<file path="src/verilog/drive_cmd_pkg.sv">
package drive_cmd_pkg;
   // Parameter addresses on the fieldbus
   localparam logic [15:0] ADDR_COMMAND_WORD = 16'h1b02;
   localparam logic [15:0] ADDR_STATE_REPORT = 16'h1b04;
   localparam logic [15:0] ADDR_MODE_SELECT = 16'h1b06;
   localparam logic [15:0] ADDR_JOG_REQUEST = 16'h1b12;
   localparam logic [15:0] COMMAND_WORD_RESET = 16'h0000;
   localparam logic [15:0] JOG_REQUEST_RESET = 16'h0000;
   localparam logic [15:0] MODE_SELECT_RESET = 16'h0000;
   localparam logic [15:0] JOG_REQUEST_MAX = 16'h0007;
   localparam logic [15:0] COMMAND_RESERVED_MASK = 16'hfe00;
   // Command word fields
   localparam int CW_SWITCH_ON = 0;
   localparam int CW_ENABLE_VOLTAGE = 1;
   localparam int CW_QUICK_STOP = 2;
   localparam int CW_ENABLE_OPERATION = 3;
   localparam int CW_MODE_START = 4;
   localparam int CW_FAULT_CLEAR = 7;
   localparam int CW_HALT = 8;
   // Report word fields
   localparam int SW_VOLTAGE_OK = 4;
   localparam int SW_HALT_ACTIVE = 8;
   localparam int SW_TARGET_REACHED = 10;
   localparam int SW_MODE_ERROR = 13;
   localparam int SW_MODE_END = 14;
   // Mode codes
   localparam logic signed [15:0] MODE_NONE = 16'sh0000;
   localparam logic signed [15:0] MODE_PROFILE_POSITION = 16'sh0001;
   localparam logic signed [15:0] MODE_PROFILE_VELOCITY = 16'sh0003;
   localparam logic signed [15:0] MODE_HOMING = 16'sh0006;
   localparam logic signed [15:0] MODE_JOG = -16'sh0001;
   localparam logic signed [15:0] MODE_MIN = -16'sh0006;
   localparam logic signed [15:0] MODE_MAX = 16'sh0006;

   typedef enum logic [7:0] {
      ST_NOT_READY = 8'h01,
      ST_SWITCH_ON_DISABLED = 8'h02,
      ST_READY = 8'h04,
      ST_SWITCHED_ON = 8'h08,
      ST_OPERATION_ENABLE = 8'h10,
      ST_QUICK_STOP = 8'h20,
      ST_FAULT_REACTION = 8'h40,
      ST_FAULT = 8'h80
   } drive_state_e;

   typedef enum logic [3:0] {
      MS_IDLE = 4'h1,
      MS_ARMED = 4'h2,
      MS_RUNNING = 4'h4,
      MS_ERROR = 4'h8
   } mode_state_e;
endpackage

</file>
<file path="src/verilog/drive_bus_if.sv">
`timescale 1ns/1ps
interface drive_bus_if;
   logic wr_valid;
   logic [15:0] wr_addr;
   logic [15:0] wr_data;
   logic [15:0] report_word;
   logic [15:0] active_mode;
   modport device (input wr_valid, input wr_addr, input wr_data,
      output report_word, output active_mode);
   modport master (output wr_valid, output wr_addr, output wr_data,
      input report_word, input active_mode);
endinterface

</file>
<file path="src/verilog/drive_state_command_logic.sv">
`timescale 1ns/1ps
// Notes on behaviour
// - Enable and fault-clear inputs move state
// - Only bits 0-3 and 7 drive transitions
// - Sixteen-bit command word, fixed bit layout
// - Shutdown, switch on, enable operation encodings
// - Voltage off or quick stop leaves operation
// - Don't-care bits ignored per command
// - Bit 8 set triggers halt
// - Master writes reserved bits 9-15 as zero
// - Bits 4-6 belong to selected mode
// - One mode at a time; switch after end
// - Standstill terminates the mode
// - Error blocks mode until cause cleared
// - State change and mode start are separate, except a bit 4 start write that also encodes a transition
// - Mode select write starts a mode; position and homing are only armed
// - Master writes jog bits before mode
// - Jog request 0 to 7, default 0
// - Bit 4 starts position and homing
// - State shown in report bits 0-3,5,6
// - No ready state without bus voltage (voltage checked on shutdown from switch on disabled and on enable input rise)
module drive_state_command_logic
   import drive_cmd_pkg::*;
(
   input wire logic clk,
   input wire logic srst,
   drive_bus_if.device bus,
   input wire logic enable_in,
   input wire logic fault_clear_in,
   input wire logic init_done,
   input wire logic voltage_ok,
   input wire logic fault_event,
   input wire logic fault_cause_present,
   input wire logic motion_standstill,
   input wire logic target_reached,
   output logic halt_request,
   output logic [2:0] jog_request,
   output logic [2:0] mode_bits,
   output logic mode_start,
   output logic [7:0] state_onehot
);
   drive_state_e state_q, state_d;
   mode_state_e mstate_q;
   logic [15:0] command_q, jog_q, mode_act_q, report_q;
   logic enable_prev_q, fclear_prev_q;
   logic halt_q, start_q;
   logic cw_wr, mode_wr, jog_wr;
   logic fclear_rise;
   logic [6:0] sbits;

   function automatic logic [6:0] state_bits(input drive_state_e s);
      case (s)
         ST_SWITCH_ON_DISABLED: state_bits = 7'b1000000;
         ST_READY: state_bits = 7'b0100001;
         ST_SWITCHED_ON: state_bits = 7'b0100011;
         ST_OPERATION_ENABLE: state_bits = 7'b0100111;
         ST_QUICK_STOP: state_bits = 7'b0000111;
         ST_FAULT_REACTION: state_bits = 7'b0001111;
         ST_FAULT: state_bits = 7'b0001111;
         default: state_bits = 7'b0000000;
      endcase
   endfunction

   assign cw_wr = bus.wr_valid && (bus.wr_addr == ADDR_COMMAND_WORD);
   assign mode_wr = bus.wr_valid && (bus.wr_addr == ADDR_MODE_SELECT);
   assign jog_wr = bus.wr_valid && (bus.wr_addr == ADDR_JOG_REQUEST);
   assign sbits = state_bits(state_q);
   assign fclear_rise = cw_wr && bus.wr_data[CW_FAULT_CLEAR]
      && !command_q[CW_FAULT_CLEAR];

   // Reserved bits stored as written; master keeps them zero
   always_ff @(posedge clk) begin
      if (srst) begin
         command_q <= COMMAND_WORD_RESET;
      end else if (cw_wr) begin
         command_q <= bus.wr_data;
      end
   end

   always_ff @(posedge clk) begin
      if (srst) begin
         jog_q <= JOG_REQUEST_RESET;
      end else if (jog_wr && bus.wr_data <= JOG_REQUEST_MAX) begin
         jog_q <= bus.wr_data;
      end
   end

   always_ff @(posedge clk) begin
      if (srst) begin
         enable_prev_q <= 1'b0;
         fclear_prev_q <= 1'b0;
      end else begin
         enable_prev_q <= enable_in;
         fclear_prev_q <= fault_clear_in;
      end
   end

   // Whole write decoded at once, so one transition per write
   always_comb begin
      logic [15:0] w;
      w = bus.wr_data;
      state_d = state_q;
      if (fault_event && state_q != ST_FAULT && state_q != ST_NOT_READY
            && state_q != ST_SWITCH_ON_DISABLED) begin
         state_d = ST_FAULT_REACTION;
      end else begin
         case (state_q)
            ST_NOT_READY: begin
               if (init_done) state_d = ST_SWITCH_ON_DISABLED;
            end
            ST_FAULT_REACTION: state_d = ST_FAULT;
            ST_FAULT: begin
               if (fclear_rise || (fault_clear_in && !fclear_prev_q)) begin
                  state_d = ST_SWITCH_ON_DISABLED;
               end
            end
            default: begin
               if (cw_wr) begin
                  if (!w[CW_ENABLE_VOLTAGE]) begin
                     if (state_q != ST_SWITCH_ON_DISABLED)
                        state_d = ST_SWITCH_ON_DISABLED;
                  end else if (!w[CW_QUICK_STOP]) begin
                     if (state_q == ST_OPERATION_ENABLE)
                        state_d = ST_QUICK_STOP;
                     else if (state_q == ST_READY || state_q == ST_SWITCHED_ON)
                        state_d = ST_SWITCH_ON_DISABLED;
                  end else if (!w[CW_SWITCH_ON]) begin
                     if (state_q == ST_SWITCH_ON_DISABLED) begin
                        if (voltage_ok) state_d = ST_READY;
                     end else if (state_q != ST_QUICK_STOP) begin
                        state_d = ST_READY;
                     end
                  end else if (state_q == ST_READY) begin
                     state_d = ST_SWITCHED_ON;
                  end else if (state_q == ST_SWITCHED_ON && w[CW_ENABLE_OPERATION]) begin
                     state_d = ST_OPERATION_ENABLE;
                  end else if ((state_q == ST_OPERATION_ENABLE
                        || state_q == ST_QUICK_STOP) && !w[CW_ENABLE_OPERATION]) begin
                     state_d = ST_SWITCHED_ON;
                  end else if (state_q == ST_QUICK_STOP) begin
                     state_d = ST_OPERATION_ENABLE;
                  end
               end else if (enable_in && !enable_prev_q) begin
                  if (state_q == ST_SWITCH_ON_DISABLED || state_q == ST_READY
                        || state_q == ST_SWITCHED_ON) begin
                     if (voltage_ok) state_d = ST_OPERATION_ENABLE;
                  end
               end else if (!enable_in && enable_prev_q) begin
                  if (state_q == ST_OPERATION_ENABLE || state_q == ST_SWITCHED_ON)
                     state_d = ST_READY;
               end
            end
         endcase
      end
   end

   always_ff @(posedge clk) begin
      if (srst) begin
         state_q <= ST_NOT_READY;
      end else begin
         state_q <= state_d;
      end
   end

   always_ff @(posedge clk) begin
      if (srst) begin
         halt_q <= 1'b0;
      end else if (cw_wr) begin
         halt_q <= bus.wr_data[CW_HALT];
      end
   end

   // Mode sequencer
   always_ff @(posedge clk) begin
      if (srst) begin
         mstate_q <= MS_IDLE;
         mode_act_q <= MODE_SELECT_RESET;
         start_q <= 1'b0;
      end else begin
         start_q <= 1'b0;
         case (mstate_q)
            MS_IDLE: begin
               // Mode write is its own action, only in operation enable
               if (mode_wr && state_q == ST_OPERATION_ENABLE && !cw_wr
                     && $signed(bus.wr_data) >= MODE_MIN
                     && $signed(bus.wr_data) <= MODE_MAX) begin
                  mode_act_q <= bus.wr_data;
                  if ($signed(bus.wr_data) == MODE_PROFILE_POSITION
                        || $signed(bus.wr_data) == MODE_HOMING) begin
                     mstate_q <= MS_ARMED;
                  end else begin
                     mstate_q <= MS_RUNNING;
                     start_q <= 1'b1;
                  end
               end
            end
            MS_ARMED: begin
               if (state_q != ST_OPERATION_ENABLE) begin
                  mstate_q <= MS_IDLE;
               end else if (cw_wr && bus.wr_data[CW_MODE_START]) begin
                  mstate_q <= MS_RUNNING;
                  start_q <= 1'b1;
               end
            end
            MS_RUNNING: begin
               if (state_q == ST_FAULT_REACTION || state_q == ST_FAULT) begin
                  mstate_q <= MS_ERROR;
               end else if (motion_standstill && !start_q) begin
                  mstate_q <= MS_IDLE;
               end
            end
            MS_ERROR: begin
               if (!fault_cause_present && state_q != ST_FAULT
                     && state_q != ST_FAULT_REACTION) begin
                  mstate_q <= MS_IDLE;
               end
            end
            default: mstate_q <= MS_IDLE;
         endcase
      end
   end

   always_ff @(posedge clk) begin
      if (srst) begin
         report_q <= 16'h0000;
      end else begin
         report_q <= {1'b0, mstate_q != MS_RUNNING, mstate_q == MS_ERROR, 2'b00,
            target_reached && mstate_q == MS_IDLE, 1'b0, halt_q, 1'b0,
            sbits[6:5], voltage_ok, sbits[3:0]};
      end
   end

   assign bus.report_word = report_q;
   assign bus.active_mode = mode_act_q;
   assign halt_request = halt_q;
   assign jog_request = jog_q[2:0];
   assign mode_bits = command_q[6:4];
   assign mode_start = start_q;
   assign state_onehot = state_q;
endmodule

</file>
<file path="src/flat_wrapper.sv">
// flat-port wrapper written by rule: the top's interface ports become plain ports
module drive_state_command_logic_flat import drive_cmd_pkg::*;
  (clk, srst, enable_in, fault_clear_in, init_done, voltage_ok, fault_event, fault_cause_present, motion_standstill, target_reached, halt_request, jog_request, mode_bits, mode_start, state_onehot, bus_wr_valid, bus_wr_addr, bus_wr_data, bus_report_word, bus_active_mode);
  drive_bus_if bus_i ();
  input wire logic clk;
  input wire logic srst;
  input wire logic enable_in;
  input wire logic fault_clear_in;
  input wire logic init_done;
  input wire logic voltage_ok;
  input wire logic fault_event;
  input wire logic fault_cause_present;
  input wire logic motion_standstill;
  input wire logic target_reached;
  output logic halt_request;
  output logic [2:0] jog_request;
  output logic [2:0] mode_bits;
  output logic mode_start;
  output logic [7:0] state_onehot;
  input wire logic [$bits(bus_i.wr_valid)-1:0] bus_wr_valid;
  input wire logic [$bits(bus_i.wr_addr)-1:0] bus_wr_addr;
  input wire logic [$bits(bus_i.wr_data)-1:0] bus_wr_data;
  output wire logic [$bits(bus_i.report_word)-1:0] bus_report_word;
  output wire logic [$bits(bus_i.active_mode)-1:0] bus_active_mode;
  assign bus_i.wr_valid = bus_wr_valid;
  assign bus_i.wr_addr = bus_wr_addr;
  assign bus_i.wr_data = bus_wr_data;
  assign bus_report_word = bus_i.report_word;
  assign bus_active_mode = bus_i.active_mode;
  drive_state_command_logic u_core (.clk(clk), .srst(srst), .bus(bus_i), .enable_in(enable_in), .fault_clear_in(fault_clear_in), .init_done(init_done), .voltage_ok(voltage_ok), .fault_event(fault_event), .fault_cause_present(fault_cause_present), .motion_standstill(motion_standstill), .target_reached(target_reached), .halt_request(halt_request), .jog_request(jog_request), .mode_bits(mode_bits), .mode_start(mode_start), .state_onehot(state_onehot));
endmodule
</file>
<file path="config.mk">
export PLATFORM = sky130hd
export DESIGN_NAME = drive_state_command_logic_flat
export DESIGN_NICKNAME = d
export VERILOG_FILES = /design/src/verilog/drive_cmd_pkg.sv /design/src/verilog/drive_bus_if.sv /design/src/verilog/drive_state_command_logic.sv /design/src/flat_wrapper.sv
export SDC_FILE = /design/constraint.sdc
export NUM_CORES = 1
export LEC_CHECK = 0
export BUFFER_PORTS_ARGS = -buffer_cell sky130_fd_sc_hd__buf_2
export CORE_MARGIN = 8
export CORE_UTILIZATION = 54
export CTS_CLUSTER_DIAMETER = 150
export DETAILED_ROUTE_END_ITERATION = 10
export GPL_TIMING_DRIVEN = 1
export PLACE_DENSITY = 0.94
export REMOVE_ABC_BUFFERS = 1
export SKIP_LAST_GASP = 1
export SLEW_MARGIN = 10
export SYNTH_ARGS = -nofsm -noshare
export SYNTH_HDL_FRONTEND = slang
export SYNTH_SLANG_ARGS = --single-unit
</file>
<file path="constraint.sdc">
create_clock -name clk -period 3.5 [get_ports clk]
set_input_delay 0 -clock clk [delete_from_list [all_inputs] [get_ports clk]]
set_output_delay 0 -clock clk [all_outputs]
set_load 0.005 [all_outputs]
</file>
* After elaboration in Yosys (flattened, before gate mapping)
Cells that the tools add are included.
** Word-level totals
- Word-level logic and storage cells :: 147
- Bits in registers :: 59
- Output and inout bits :: 48
- Input bits :: 43
** Cells by class
- Multiplexer cells :: 37
- Magnitude comparators :: 3
- Reduce and logical (&&, ||, !) cells :: 49
- Eq/ne operators :: 46
** Operator list (number)
- $mux 8 :: 21
- $eq 16x13->1 const B :: 3
- $pmux 7 s6 :: 1
- $ne 9x9->1 const B :: 3
- $mux 4 :: 6
- $pmux 8 s3 :: 1
- $logic_and 1x1->1 :: 23
- $reduce_and 11->1 :: 2
- $ne 10x10->1 const B :: 2
- $eq 16x2->1 const B :: 1
- $eq 16x4->1 const B :: 1
- $ge 16x4->1 const B :: 1
- $le 16x3->1 const B :: 1
- $le 16x4->1 const B :: 1
- $ne 8x8->1 const B :: 2
- $pmux 4 s4 :: 1
- $ne 7x5->1 const B :: 2
- $reduce_bool 7->1 :: 2
- $ne 12x12->1 const B :: 1
- $ne 6x5->1 const B :: 2
- $reduce_bool 6->1 :: 2
- $ne 11x11->1 const B :: 1
- $ne 3x1->1 const B :: 3
- $eq 8x1->1 const B :: 1
- other kinds (31) :: 51

* Longest topological paths before layout
Gate-level depths: netlist (run 1).
- Depth in word-level cells :: 12
- Mapped depth :: 10
- Mapped depth without buffers :: 6

* Worst setup path after synthesis (run 1)
Ideal clock, no wire load.
- Path kind :: reg-to-reg
- Start :: reg u_core.state_q[6], in the netlist u_core.state_onehot[6]
- End :: reg u_core.start_q, in the netlist u_core.mode_start
- Arrival :: 2181 ps
- Path buffers :: 2
- Period minus slack after synthesis :: 2267 ps
- Cell stages (with the launch flop) :: 9
- Library setup time :: 86 ps
- Slack :: 1233 ps
- Data required time :: 3414 ps
- Cells stage by stage :: dfxtp_1 -> buf_6 -> nor4_4 -> and4b_1 -> buf_4 -> or3b_4 -> nor4b_4 -> o21ai_2 -> a221oi_2
** Between the ends
- Word-level cells in the longest chain between the ends :: 7
- Elaborated cells on any way between the ends :: 9
- Classes of those cells :: 2 x eq/ne; 3 x mux; 4 x reduce/logical
** Ends and longest elaborated chain
- start, declared :: RTL line drive_state_command_logic.sv:42 : drive_state_e state_q, state_d;
- start signal, assigned :: RTL line drive_state_command_logic.sv:161 : state_q <= state_d;
- $eq 8x5->1 :: RTL line drive_state_command_logic.sv:184 : if (mode_wr && state_q == ST_OPERATION_ENABLE && !cw_wr
- $logic_and 1x1->1 (2 in a row) :: RTL line drive_state_command_logic.sv:184
- $logic_and 1x1->1 :: RTL line drive_state_command_logic.sv:185 : && $signed(bus.wr_data) >= MODE_MIN
- $logic_and 1x1->1 :: RTL line drive_state_command_logic.sv:186 : && $signed(bus.wr_data) <= MODE_MAX) begin
- $mux 1 :: RTL line drive_state_command_logic.sv:184
- $pmux 1 s2 * :: RTL line drive_state_command_logic.sv:181 : case (mstate_q)
- end signal, assigned :: RTL line drive_state_command_logic.sv:178 : start_q <= 1'b0;
- end signal, assigned :: RTL line drive_state_command_logic.sv:180 : start_q <= 1'b0;
- end signal, assigned :: RTL line drive_state_command_logic.sv:193 : start_q <= 1'b1;
- end, declared :: RTL line drive_state_command_logic.sv:46 : logic halt_q, start_q;
Mark *: on every way between the ends. The rest lies on a longest branch, timed or not.
A chain may end at the register's enable or synchronous reset.

* Worst setup path after layout (run 1)
- Start :: reg u_core.state_q[7], in the netlist u_core.state_onehot[7]
- End :: reg u_core.mode_act_q[13], in the netlist u_core.bus.active_mode[13]
** Between the ends
- Word-level cells in the longest chain between the ends :: 6
** Ends and longest elaborated chain
- $eq 8x5->1 :: RTL line drive_state_command_logic.sv:184
- $logic_and 1x1->1 (2 in a row) :: RTL line drive_state_command_logic.sv:184
- $logic_and 1x1->1 :: RTL line drive_state_command_logic.sv:185
- $logic_and 1x1->1 :: RTL line drive_state_command_logic.sv:186
- $reduce_and 2->1 (no source line)
- end signal, assigned :: RTL line drive_state_command_logic.sv:187 : mode_act_q <= bus.wr_data;
- end, declared :: RTL line drive_state_command_logic.sv:44 : logic [15:0] command_q, jog_q, mode_act_q, report_q;
No other way between the ends.

==> results of run 1 <==
[report_power, final]
part           total, W  switching [W]  internal, W
Clock          0.000353       0.000206     0.000147
Sequential     0.000698      0.0000856     0.000612
Combinational  0.000600       0.000347     0.000253
Total           0.00165       0.000639      0.00101
[cell usage in the layout (no fill, tap or decap), types with 3 or more instances in the layout]
cell type / synthesis / final
a21oi_1: 29 / 29
a31o_2: 5 / 5
and3b_1: 3 / 3
buf_2: 4 / 85
clkbuf_8: 0 / 5
conb_1: 1 / 5
dfxtp_1: 50 / 50
dlygate4sd3_1: 0 / 9
inv_1: 7 / 7
mux2i_1: 8 / 8
nand2_1: 31 / 31
nand2b_1: 5 / 5
nand3_1: 12 / 12
nand4_1: 5 / 5
nand4b_1: 4 / 4
nor2_1: 33 / 33
nor2b_1: 6 / 6
nor3_1: 10 / 10
nor3b_1: 4 / 4
nor4_1: 6 / 6
nor4b_1: 4 / 4
nor4bb_1: 3 / 3
o2111ai_1: 4 / 4
o21a_1: 3 / 3
o21ai_0: 13 / 13
or3_1: 4 / 4
xor2_1: 6 / 6
[kinds of logic (layout without fill, tap and decap cells)]
kind of cell           Yosys count  count (layout)  share of synthesized area (%)
AO/OA/AOI/OAI                   70              70                           17.0
XOR/XNOR                         6               6                           2.01
buffers and inverters           36             111                           7.23
flip-flops                      50              50                           38.3
multiplexers                     8               8                           3.07
other                            1               5                          0.144
AND/OR/NAND/NOR                146             146                           32.2
[how the worst min path moves through the flow]
| stage | from | end | slack [ns] | depth (start not counted) |
|---|---|---|---|---|
| finish | bus_wr_data[1] | u_core.bus.active_mode[1] | 0.04 | 3 |
| global route | bus_wr_data[1] | u_core.bus.active_mode[1] | 0.03 | 3 |
| floorplan | srst | u_core.fclear_prev_q | 0.07 | 1 |
| detailed placement | enable_in | u_core.enable_prev_q | 0.25 | 2 |
| global placement | fault_clear_in | u_core.fclear_prev_q | 0.23 | 3 |
| CTS | bus_wr_data[2] | u_core.bus.active_mode[2] | 0.03 | 3 |
[cells in the mapped netlist, types with 7 or more instances]
cell type,n,area [um2]
nand2_1,31,116
inv_1,7,26.3
buf_4,9,67.6
clkbuf_1,12,45.0
o21ai_0,13,65.1
dfxtp_1,50,1000
nor2_1,33,124
nand3_1,12,60.1
mux2i_1,8,80.1
nor3_1,10,50.1
a21oi_1,29,145
[area by class of cell]
| class | instances | area, um2 |
|---|---|---|
| multi-input combinational | 235 | 1440 |
| timing repair buffer | 96 | 531 |
| fill | 380 | 1530 |
| inverter | 7 | 26.3 |
| sequential | 50 | 1000 |
| clock buffer | 5 | 68.8 |
| clock inverter | 3 | 26.3 |
| tap | 54 | 67.6 |
[layer usage]
metal  wire length (um)  track usage (%)  part of all wire, %
met1               2990             23.6                   40
met2               3640             33.8                   49
met3                627             5.73                  8.5
met4                154             9.55                  2.1
met5                  0                0                    0
[worst max-delay path: stages, from the launching register on]
cell and delay [ns]:
dfxtp_1 0.46, nor4_4 0.48, and4b_1 0.38, nand3_1 0.13
or3_1 0.59, or2_4 0.40, a21oi_1 0.16
[metrics by stage]
| step | util [%] | worst slack [ns] | hold slack (ns) |
|---|---|---|---|
| floorplan | - | 1.24 | 0.0667 |
| global placement | 63.4 | 0.980 | 0.235 |
| detailed placement | 63.4 | 0.870 | 0.245 |
| CTS | 67.3 | 0.862 | 0.0309 |
| global route | 67.3 | 0.608 | 0.0349 |
| finish | 67.3 | 0.826 | 0.0424 |
[flip-flops by register name (all words and copies together), names as in the netlist]
signal,flops
u_core.bus.active_mode,16
u_core.bus.report_word,11
u_core.state_onehot,8
u_core.command_q,4
u_core.mstate_q,4
u_core.jog_q,3
u_core.enable_prev_q,1
u_core.fclear_prev_q,1
u_core.halt_request,1
u_core.mode_start,1
==> results.sh, run 1 <==
export IMPL_finalHoldViolations=0
export IMPL_dr_pass1_iters=5
export IMPL_drive_gt1_share_pct=27.5
export IMPL_tightestPinTransition_ns=0.807
export IMPL_clk_latency_ns=0.31
export IMPL_sequential_to_total_area_share_from_yosys_stat_pct=38.3
export IMPL_tns_ns=0
export IMPL_pin_count=91
export IMPL_gp_congestion=0.991
export IMPL_fmax_mhz=374
export IMPL_detail_route_vias_per_cell=5.98
export IMPL_grt_first_pass_wirelength_mm=12.3
export IMPL_cts_hold_buffers=9
export IMPL_synth_top_flop_cell="dfxtp_1"
export IMPL_area_of_the_die_mm2=0.00732
export IMPL_ctsHtreeMaxLevel=2
export IMPL_timing_critical_path_to="u_core.bus.active_mode[13]"
export IMPL_worst_path_max_fanout=17
export IMPL_fin_total_pwr_w=0.00165
export IMPL_cts_resized=0
export IMPL_relSlewSlack_pct=46.2
export IMPL_synth_lib_cells_used_distinct=54
export IMPL_synthesis_area_per_instance_um2=8.24
export IMPL_ir_worst_vdd_mv=0.326
export IMPL_skew_ns=0.00860
export IMPL_first_global_vias=2738
export IMPL_crit_start="u_core.state_onehot[7]"
export IMPL_placed_area_mm2=0.00297
export IMPL_hpwl_mm=5.61
export IMPL_leakage_nw=1.37
export IMPL_cp_required_ns=3.73
export IMPL_placementRows=25
export IMPL_initialDrtViolationCount=237
export IMPL_num_antenna_cells=0
export IMPL_post_cts_buffers=0
export IMPL_grt_start_max_net_pins=47
export IMPL_height_of_the_die_um=85.6
export IMPL_drt_total_wl_mm=7.41
export IMPL_tritoncts_num_buffers=5
export IMPL_dr_drc_count=0
export IMPL_maxCapViolations=0
export IMPL_final_min_clock_period_ns=2.67
export IMPL_vias=2691
export IMPL_clock_sinks=50
export IMPL_worst_setup_path_type="reg2reg"
export IMPL_syn_inst=317
export IMPL_nNetsFinal=438
export IMPL_cts_reportedPaths_clkPinSlew_ns=0.10
export IMPL_finish_cell_count_without_fillers=450
export IMPL_numPortBuffers=85
export IMPL_cts_path_max_buffers=2
export IMPL_synthesis_area_mm2=0.00261
export IMPL_r2r_start="u_core.state_onehot[7]"
export IMPL_edff_count_synth=0
export IMPL_dieWidth_um=85.6
export IMPL_groute_usage_overall_pct=20.3
export IMPL_rsz0062_at_grt="false"
export IMPL_place_detailed_instances=433
export IMPL_post_detailed_route_count_of_antenna_violating_nets=0
export IMPL_worst_setup_path_start_kind="flop"
export IMPL_ff_latch_count_synth=50
export IMPL_syn_to_final_growth_pct=20.9
export IMPL_hold_path_class="in2reg"
export IMPL_setup_reg_to_reg_worst_slack_ns=0.83
export IMPL_finalSetupViolations=0
export IMPL_power_density_mw_per_mm2=523
export IMPL_clock_tree_root_cell="clkbuf_8"
export IMPL_grt_overflow_total=0
export IMPL_min_period_over_period_pct=76.4
export IMPL_worstSetupEndpointType="flop"
export IMPL_antenna_found_initial=0
export IMPL_core_area_mm2=0.00469
export IMPL_rr_endpoint="u_core.bus.active_mode[13]"
export IMPL_async_reset_ff_share_pct=0
export IMPL_final_max_slew_violation_count=0
export IMPL_ys_warn_count=0
export IMPL_run_status="complete, no violations"
export IMPL_detail_route_wl_per_cell_um=16.5
export IMPL_worst_r2r_cell_count=6
export IMPL_design_area_mm2=0.00316
export IMPL_timing_critical_path_arrival_ns=2.91
export IMPL_starting_utilization_of_the_core_area_pct=55.7
export IMPL_tritoncts="built"
No activity file was read; power rests on OpenSTA's default activity.
==> inputs of run 2 (changes only) <==
ABC_AREA = 1   (was unset)
CORE_UTILIZATION = 45   (was 54)
PLACE_DENSITY = 0.85   (was 0.94)
clock period = 2.3 ns   (was 3.5 ns; I/O delays follow)
==> run 2 against run 1 <==
Effect of this change: routed wire length up 1.8%; sequential power up 46%; final cell count up 25%; clock skew down 0.0021 ns; via count up 4.3%; core utilization down 9.7 points; fmax up 34%; largest power group is now combinational cells; highest routed layer unchanged.
==> results.sh, run 2 <==
export IMPL_power_density_mw_per_mm2=822
export IMPL_p_int_w=0.00167
export IMPL_final_setup_worst_slack_ns=0.308
export IMPL_detail_route_vias_per_cell=4.99
export IMPL_async_reset_ff_share_pct=0
export IMPL_clock_sinks=50
export IMPL_drt_total_wl_mm=7.54
export IMPL_ys_warn_count=0
export IMPL_groute_usage_overall_pct=17.9
export IMPL_p_sw_share_pct=39.3
export IMPL_worst_path_max_fanout=17
export IMPL_grt_start_max_net_pins=21
export IMPL_min_period_over_period_pct=86.6
export IMPL_synth_top_area_share_pct=37.5
export IMPL_grt_first_pass_wirelength_mm=12.9
export IMPL_dieWidth_um=93.0
export IMPL_post_place_ws_ns=0.306
export IMPL_sequential_to_total_area_share_from_yosys_stat_pct=37.5
export IMPL_cts_reportedPaths_clkPinSlew_ns=0.10
export IMPL_fill_cells=572
export IMPL_worst_setup_path_start_kind="flop"
export IMPL_cts_resized=0
export IMPL_finalHoldViolations=0
export IMPL_post_cts_buffers=0
export IMPL_placementRows=28
export IMPL_dr_pass1_iters=4
export IMPL_starting_utilization_of_the_core_area_pct=45.9
export IMPL_numPortBuffers=85
export IMPL_core_area_mm2=0.00582
export IMPL_grt_overflow_total=0
export IMPL_finalSetupViolations=0
export IMPL_synthesis_area_per_instance_um2=6.83
export IMPL_nNetsFinal=529
export IMPL_tightestPinTransition_ns=0.547
export IMPL_worstSetupEndpointType="flop"
export IMPL_clk_latency_ns=0.31
export IMPL_worst_setup_path_type="reg2reg"
export IMPL_tns_ns=0
export IMPL_detail_route_wl_per_cell_um=13.4
export IMPL_height_of_the_die_um=93.0
export IMPL_rsz0062_at_grt="false"
export IMPL_final_min_clock_period_ns=1.99
export IMPL_maxCapViolations=0
export IMPL_initialDrtViolationCount=162
export IMPL_first_global_vias=2892
export IMPL_vias=2807
export IMPL_synth_top_area_cell="dfxtp_1"
export IMPL_mostFrequentLayoutCells="buf_2, nor2_1, nand2_1"
export IMPL_ff_latch_count_synth=50
export IMPL_num_antenna_cells=0
export IMPL_cp_required_ns=2.52
export IMPL_tritoncts="built"
export IMPL_synthMostInstantiatedCell="nor2_1"
export IMPL_skew_ns=0.00648
export IMPL_pwr_share_clk_pct=23.6
export IMPL_cts_path_max_buffers=2
export IMPL_run_status="complete, no violations"
export IMPL_area_of_the_die_mm2=0.00865
export IMPL_pin_count=91
export IMPL_dr_drc_count=0
export IMPL_edff_count_synth=0
export IMPL_largest_reg_flops=16
export IMPL_synth_lib_cells_used_distinct=39
export IMPL_gp_congestion=0.943
export IMPL_antenna_found_initial=0
export IMPL_seq_power_share_pct=36.9
export IMPL_ir_worst_vdd_mv=0.398
export IMPL_tritoncts_num_buffers=5
export IMPL_drive_gt1_share_pct=27.9
export IMPL_clock_tree_root_cell="clkbuf_8"
export IMPL_combPwrFrac_pct=39.5
export IMPL_timing_critical_path_arrival_ns=2.21
export IMPL_leakage_nw=1.73
export IMPL_ctsHtreeMaxLevel=2
export IMPL_relSlewSlack_pct=63.5
export IMPL_synthesis_area_mm2=0.00267
export IMPL_hpwl_mm=6.01
export IMPL_fmax_mhz=502
export IMPL_mostFrequentLayoutCell="buf_2"
export IMPL_post_detailed_route_count_of_antenna_violating_nets=0
export IMPL_synth_top_cells_by_area="dfxtp_1, nor2_1, nand2_1"
export IMPL_syn_inst=391
export IMPL_synth_top_cells_by_count="nor2_1, nand2_1, dfxtp_1"
export IMPL_switchingPower_w=0.00108
export IMPL_final_max_slew_violation_count=0
export IMPL_synth_top_flop_cell="dfxtp_1"
export IMPL_syn_to_final_growth_pct=25.5
export IMPL_hold_path_class="in2reg"
run 2: cell count changes after synthesis, moves of 12 or more:
cell / before / now
nand2_1: 31 / 63
inv_1: 7 / 44
o21ai_1: 0 / 12
nor2_1: 33 / 80
nand3_1: 12 / 24
run 2: kinds of logic (layout without fill, tap and decap cells):
logic type,after synthesis,in the layout,share of synthesized area [%]
and+or+nand+nor,226,226,41.5
AOI/OAI and AO/OA,49,49,10.1
other,1,5,0.141
DFF,50,50,37.5
buffers and inverters,65,157,10.7
run 2: worst paths after layout:
check	from	cells past startpoint	slack [ns]	to
max	u_core.state_onehot[0]	10	0.31	u_core.bus.active_mode[6]
min	bus_wr_data[15]	3	0.02	u_core.bus.active_mode[11]
max reg2reg	u_core.state_onehot[0]	10	0.31	u_core.bus.active_mode[6]
min reg2reg	u_core.jog_q[1]	2	0.46	u_core.jog_q[1]
run 2: what timing repair did:
item	CTS	global route
setup endpoints to repair	0	0
hold buffers	9	0
endpoints found under the hold margin	9	0
run 2: critical path, stage by stage, from the launching register on:
cell and delay [ns]:
dfxtp_1 0.35, nor2_2 0.21, nand2_4 0.09, inv_4 0.07, nand2_2 0.09, nor2_1 0.10, nand3_1 0.10, nand3b_4 0.19
nor2_4 0.31, a21oi_1 0.20, and2_1 0.18
run 2: final cells by class:
type                       count  area [um2]  area share, %
sequential                    50        1000           29.9
clock buffer                   5        68.8           2.06
multi-input combinational    280        1400           41.7
clock inverter                 3        47.5           1.42
timing repair buffer          98         546           16.3
inverter                      51         195           5.83
tap                           75        93.8           2.80
run 2: power groups by stage:
stage          registers [W]  clock network [W]  logic (W)
6_report             0.00102           0.000649    0.00109
4_1_cts              0.00102           0.000654    0.00108
3_3_place_gp         0.00103                  0    0.00105
5_1_grt              0.00103           0.000683    0.00121
3_5_place_dp         0.00104                  0    0.00106
2_1_floorplan        0.00104                  0   0.000745
run 2: routing by layer:
layer | vias to the layer above | routed length (um) | track usage (%)
met4 | 0 | 77 | 5.10
met1 | 1273 | 3340 | 21.2
met3 | 10 | 542 | 5.13
li1 | 1424 | - | -
met5 | - | 0 | 0
met2 | 100 | 3580 | 30.8
run 2: per-stage QoR:
stage                     cell area (um2)  power, W  hold slack (ns)  util (%)  cells
after global placement               3140   0.00208            0.219      54.0    545
after detailed placement             3140   0.00209            0.242      54.0    545
after floorplan                      2590   0.00178           0.0691         -    381
final                                3350   0.00275           0.0178      57.6    562
after global routing                 3350   0.00292           0.0280      57.6    562
after CTS                            3350   0.00275           0.0127      57.6    562
==> inputs of run 3 (changes only) <==
CAP_MARGIN = 40   (was unset)
RECOVER_POWER = 50   (was unset)
==> run 3 against run 2 <==
Effect of this change: combinational power about the same; final cell count unchanged; hold slack improved by 0.0029 ns; total power decreased by 0.56%; clock skew decreased by 0.0023 ns; global-route usage unchanged; die area unchanged; sequential cell count unchanged; register-to-register slack about the same; routed wire length decreased by 0.36%; setup slack got worse by 0.0063 ns; largest cell class unchanged; highest routed layer unchanged.
==> results.sh, run 3 (same netlist as run 2, synthesis figures left out) <==
export IMPL_power_density_mw_per_mm2=831
export IMPL_final_max_slew_violation_count=0
export IMPL_initialDrtViolationCount=156
export IMPL_detail_route_vias_per_cell=5.00
export IMPL_grt_start_max_net_pins=21
export IMPL_hpwl_mm=6.01
export IMPL_worst_path_max_fanout=17
export IMPL_timing_critical_path_arrival_ns=2.21
export IMPL_leakage_nw=1.59
export IMPL_worst_setup_path_type="reg2reg"
export IMPL_placed_area_mm2=0.00314
export IMPL_hold_path_class="in2reg"
export IMPL_largest_reg_flops=16
export IMPL_final_setup_worst_slack_ns=0.301
export IMPL_skew_ns=0.00418
export IMPL_dr_drc_count=0
export IMPL_ir_worst_vdd_mv=0.383
export IMPL_final_min_clock_period_ns=2.00
export IMPL_gp_congestion=0.943
export IMPL_multiInputGateArea_mm2=0.00138
export IMPL_tritoncts_num_buffers=5
export IMPL_dr_pass1_iters=4
export IMPL_hold_path_startpoint="bus_wr_data[15]"
export IMPL_vias=2812
export IMPL_core_area_mm2=0.00582
export IMPL_numPortBuffers=85
export IMPL_design_area_mm2=0.00329
export IMPL_final_seq_area_mm2=0.00100
export IMPL_grt_use_met2_pct=30.8
export IMPL_cp_required_ns=2.52
export IMPL_post_place_ws_ns=0.306
export IMPL_min_period_over_period_pct=86.9
export IMPL_dieWidth_um=93.0
export IMPL_clock_sinks=50
export IMPL_placementRows=28
export IMPL_global_route_layer_with_the_greatest_usage="met2"
export IMPL_maxCapViolations=0
export IMPL_met3_track_demand_over_resource_pct=5.13
export IMPL_drt_total_wl_mm=7.52
export IMPL_mostFrequentLayoutCell="nor2_1"
export IMPL_tightestPinTransition_ns=0.515
export IMPL_antenna_found_initial=0
export IMPL_relSlewSlack_pct=65.6
export IMPL_first_global_vias=2892
export IMPL_worstSetupEndpointType="flop"
export IMPL_pin_count=91
export IMPL_syn_to_final_growth_pct=23.3
export IMPL_num_antenna_cells=0
export IMPL_groute_usage_overall_pct=17.9
export IMPL_ctsHtreeMaxLevel=2
export IMPL_cts_reportedPaths_clkPinSlew_ns=0.10
export IMPL_rsz0062_at_grt="false"
export IMPL_height_of_the_die_um=93.0
export IMPL_fmax_mhz=500
export IMPL_cts_path_max_buffers=2
export IMPL_tns_ns=0
export IMPL_clock_tree_root_cell="clkbuf_8"
export IMPL_post_detailed_route_count_of_antenna_violating_nets=0
export IMPL_detail_route_wl_per_cell_um=13.4
export IMPL_fill_cells=588
export IMPL_finalSetupViolations=0
export IMPL_nNetsFinal=529
export IMPL_finalHoldViolations=0
export IMPL_mostFrequentLayoutCells="nor2_1, nand2_1, buf_2"
export IMPL_clk_latency_ns=0.31
export IMPL_met1_usage_pct=21.2
export IMPL_worst_setup_path_start_kind="flop"
export IMPL_r2r_start="u_core.state_onehot[0]"
export IMPL_area_of_the_die_mm2=0.00865
export IMPL_run_status="complete, no violations"
export IMPL_crit_start="u_core.state_onehot[0]"
export IMPL_drive_gt1_share_pct=20.7
export IMPL_grt_overflow_total=0
export IMPL_tritoncts="built"
export IMPL_starting_utilization_of_the_core_area_pct=45.9
export IMPL_grt_first_pass_wirelength_mm=12.9
## run 3: layout make-up
class	count	area share, %
flip-flops and latches	50	30.4
well taps	75	2.85
inverters	51	5.93
clock buffers	5	2.09
multi-input cells	280	42.0
clock inverters	3	1.44
repair buffers	98	15.3
## run 3: worst paths after layout
check | cells after the start | slack [ns] | to
worst min register to register | 2 | 0.46 | u_core.jog_q[1]
worst min-delay path | 3 | 0.02 | u_core.bus.active_mode[11]
worst max register to register | 10 | 0.30 | u_core.bus.active_mode[6]
worst max-delay path | 10 | 0.30 | u_core.bus.active_mode[6]
## run 3: critical path, stage by stage, from the launching register on
cell      delay (ns)
dfxtp_1         0.35
nor2_2          0.21
nand2_4         0.09
inv_4           0.07
nand2_2         0.09
nor2_1          0.10
nand3_1         0.10
nand3b_4        0.19
nor2_4          0.31
a21oi_1         0.21
and2_1          0.18
## run 3: layer usage
layer  up-vias  wire (um)
met2        97       3630
met1      1280       3260
met4         0         77
li1       1425          -
met5         -          0
met3        10        550
## run 3: timing repair
action,4_1_cts,5_1_grt
hold endpoints to repair,9,0
resized for setup,0,0
hold buffers,9,0
buffers inserted,0,0
## run 3: power by group
part / internal, W / switching (W) / total, W
logic: 0.000382 / 0.000694 / 0.00108
registers: 0.000948 / 0.0000686 / 0.00102
clock network: 0.000330 / 0.000313 / 0.000643
## run 3: stage by stage
stage / std cells / total power [W] / util, % / hold slack (ns)
2_1_floorplan: 381 / 0.00178 / - / 0.0691
3_3_place_gp: 545 / 0.00208 / 54.0 / 0.219
3_5_place_dp: 545 / 0.00209 / 54.0 / 0.242
4_1_cts: 562 / 0.00275 / 57.6 / 0.0127
5_1_grt: 562 / 0.00291 / 56.6 / 0.0280
6_report: 562 / 0.00274 / 56.6 / 0.0207
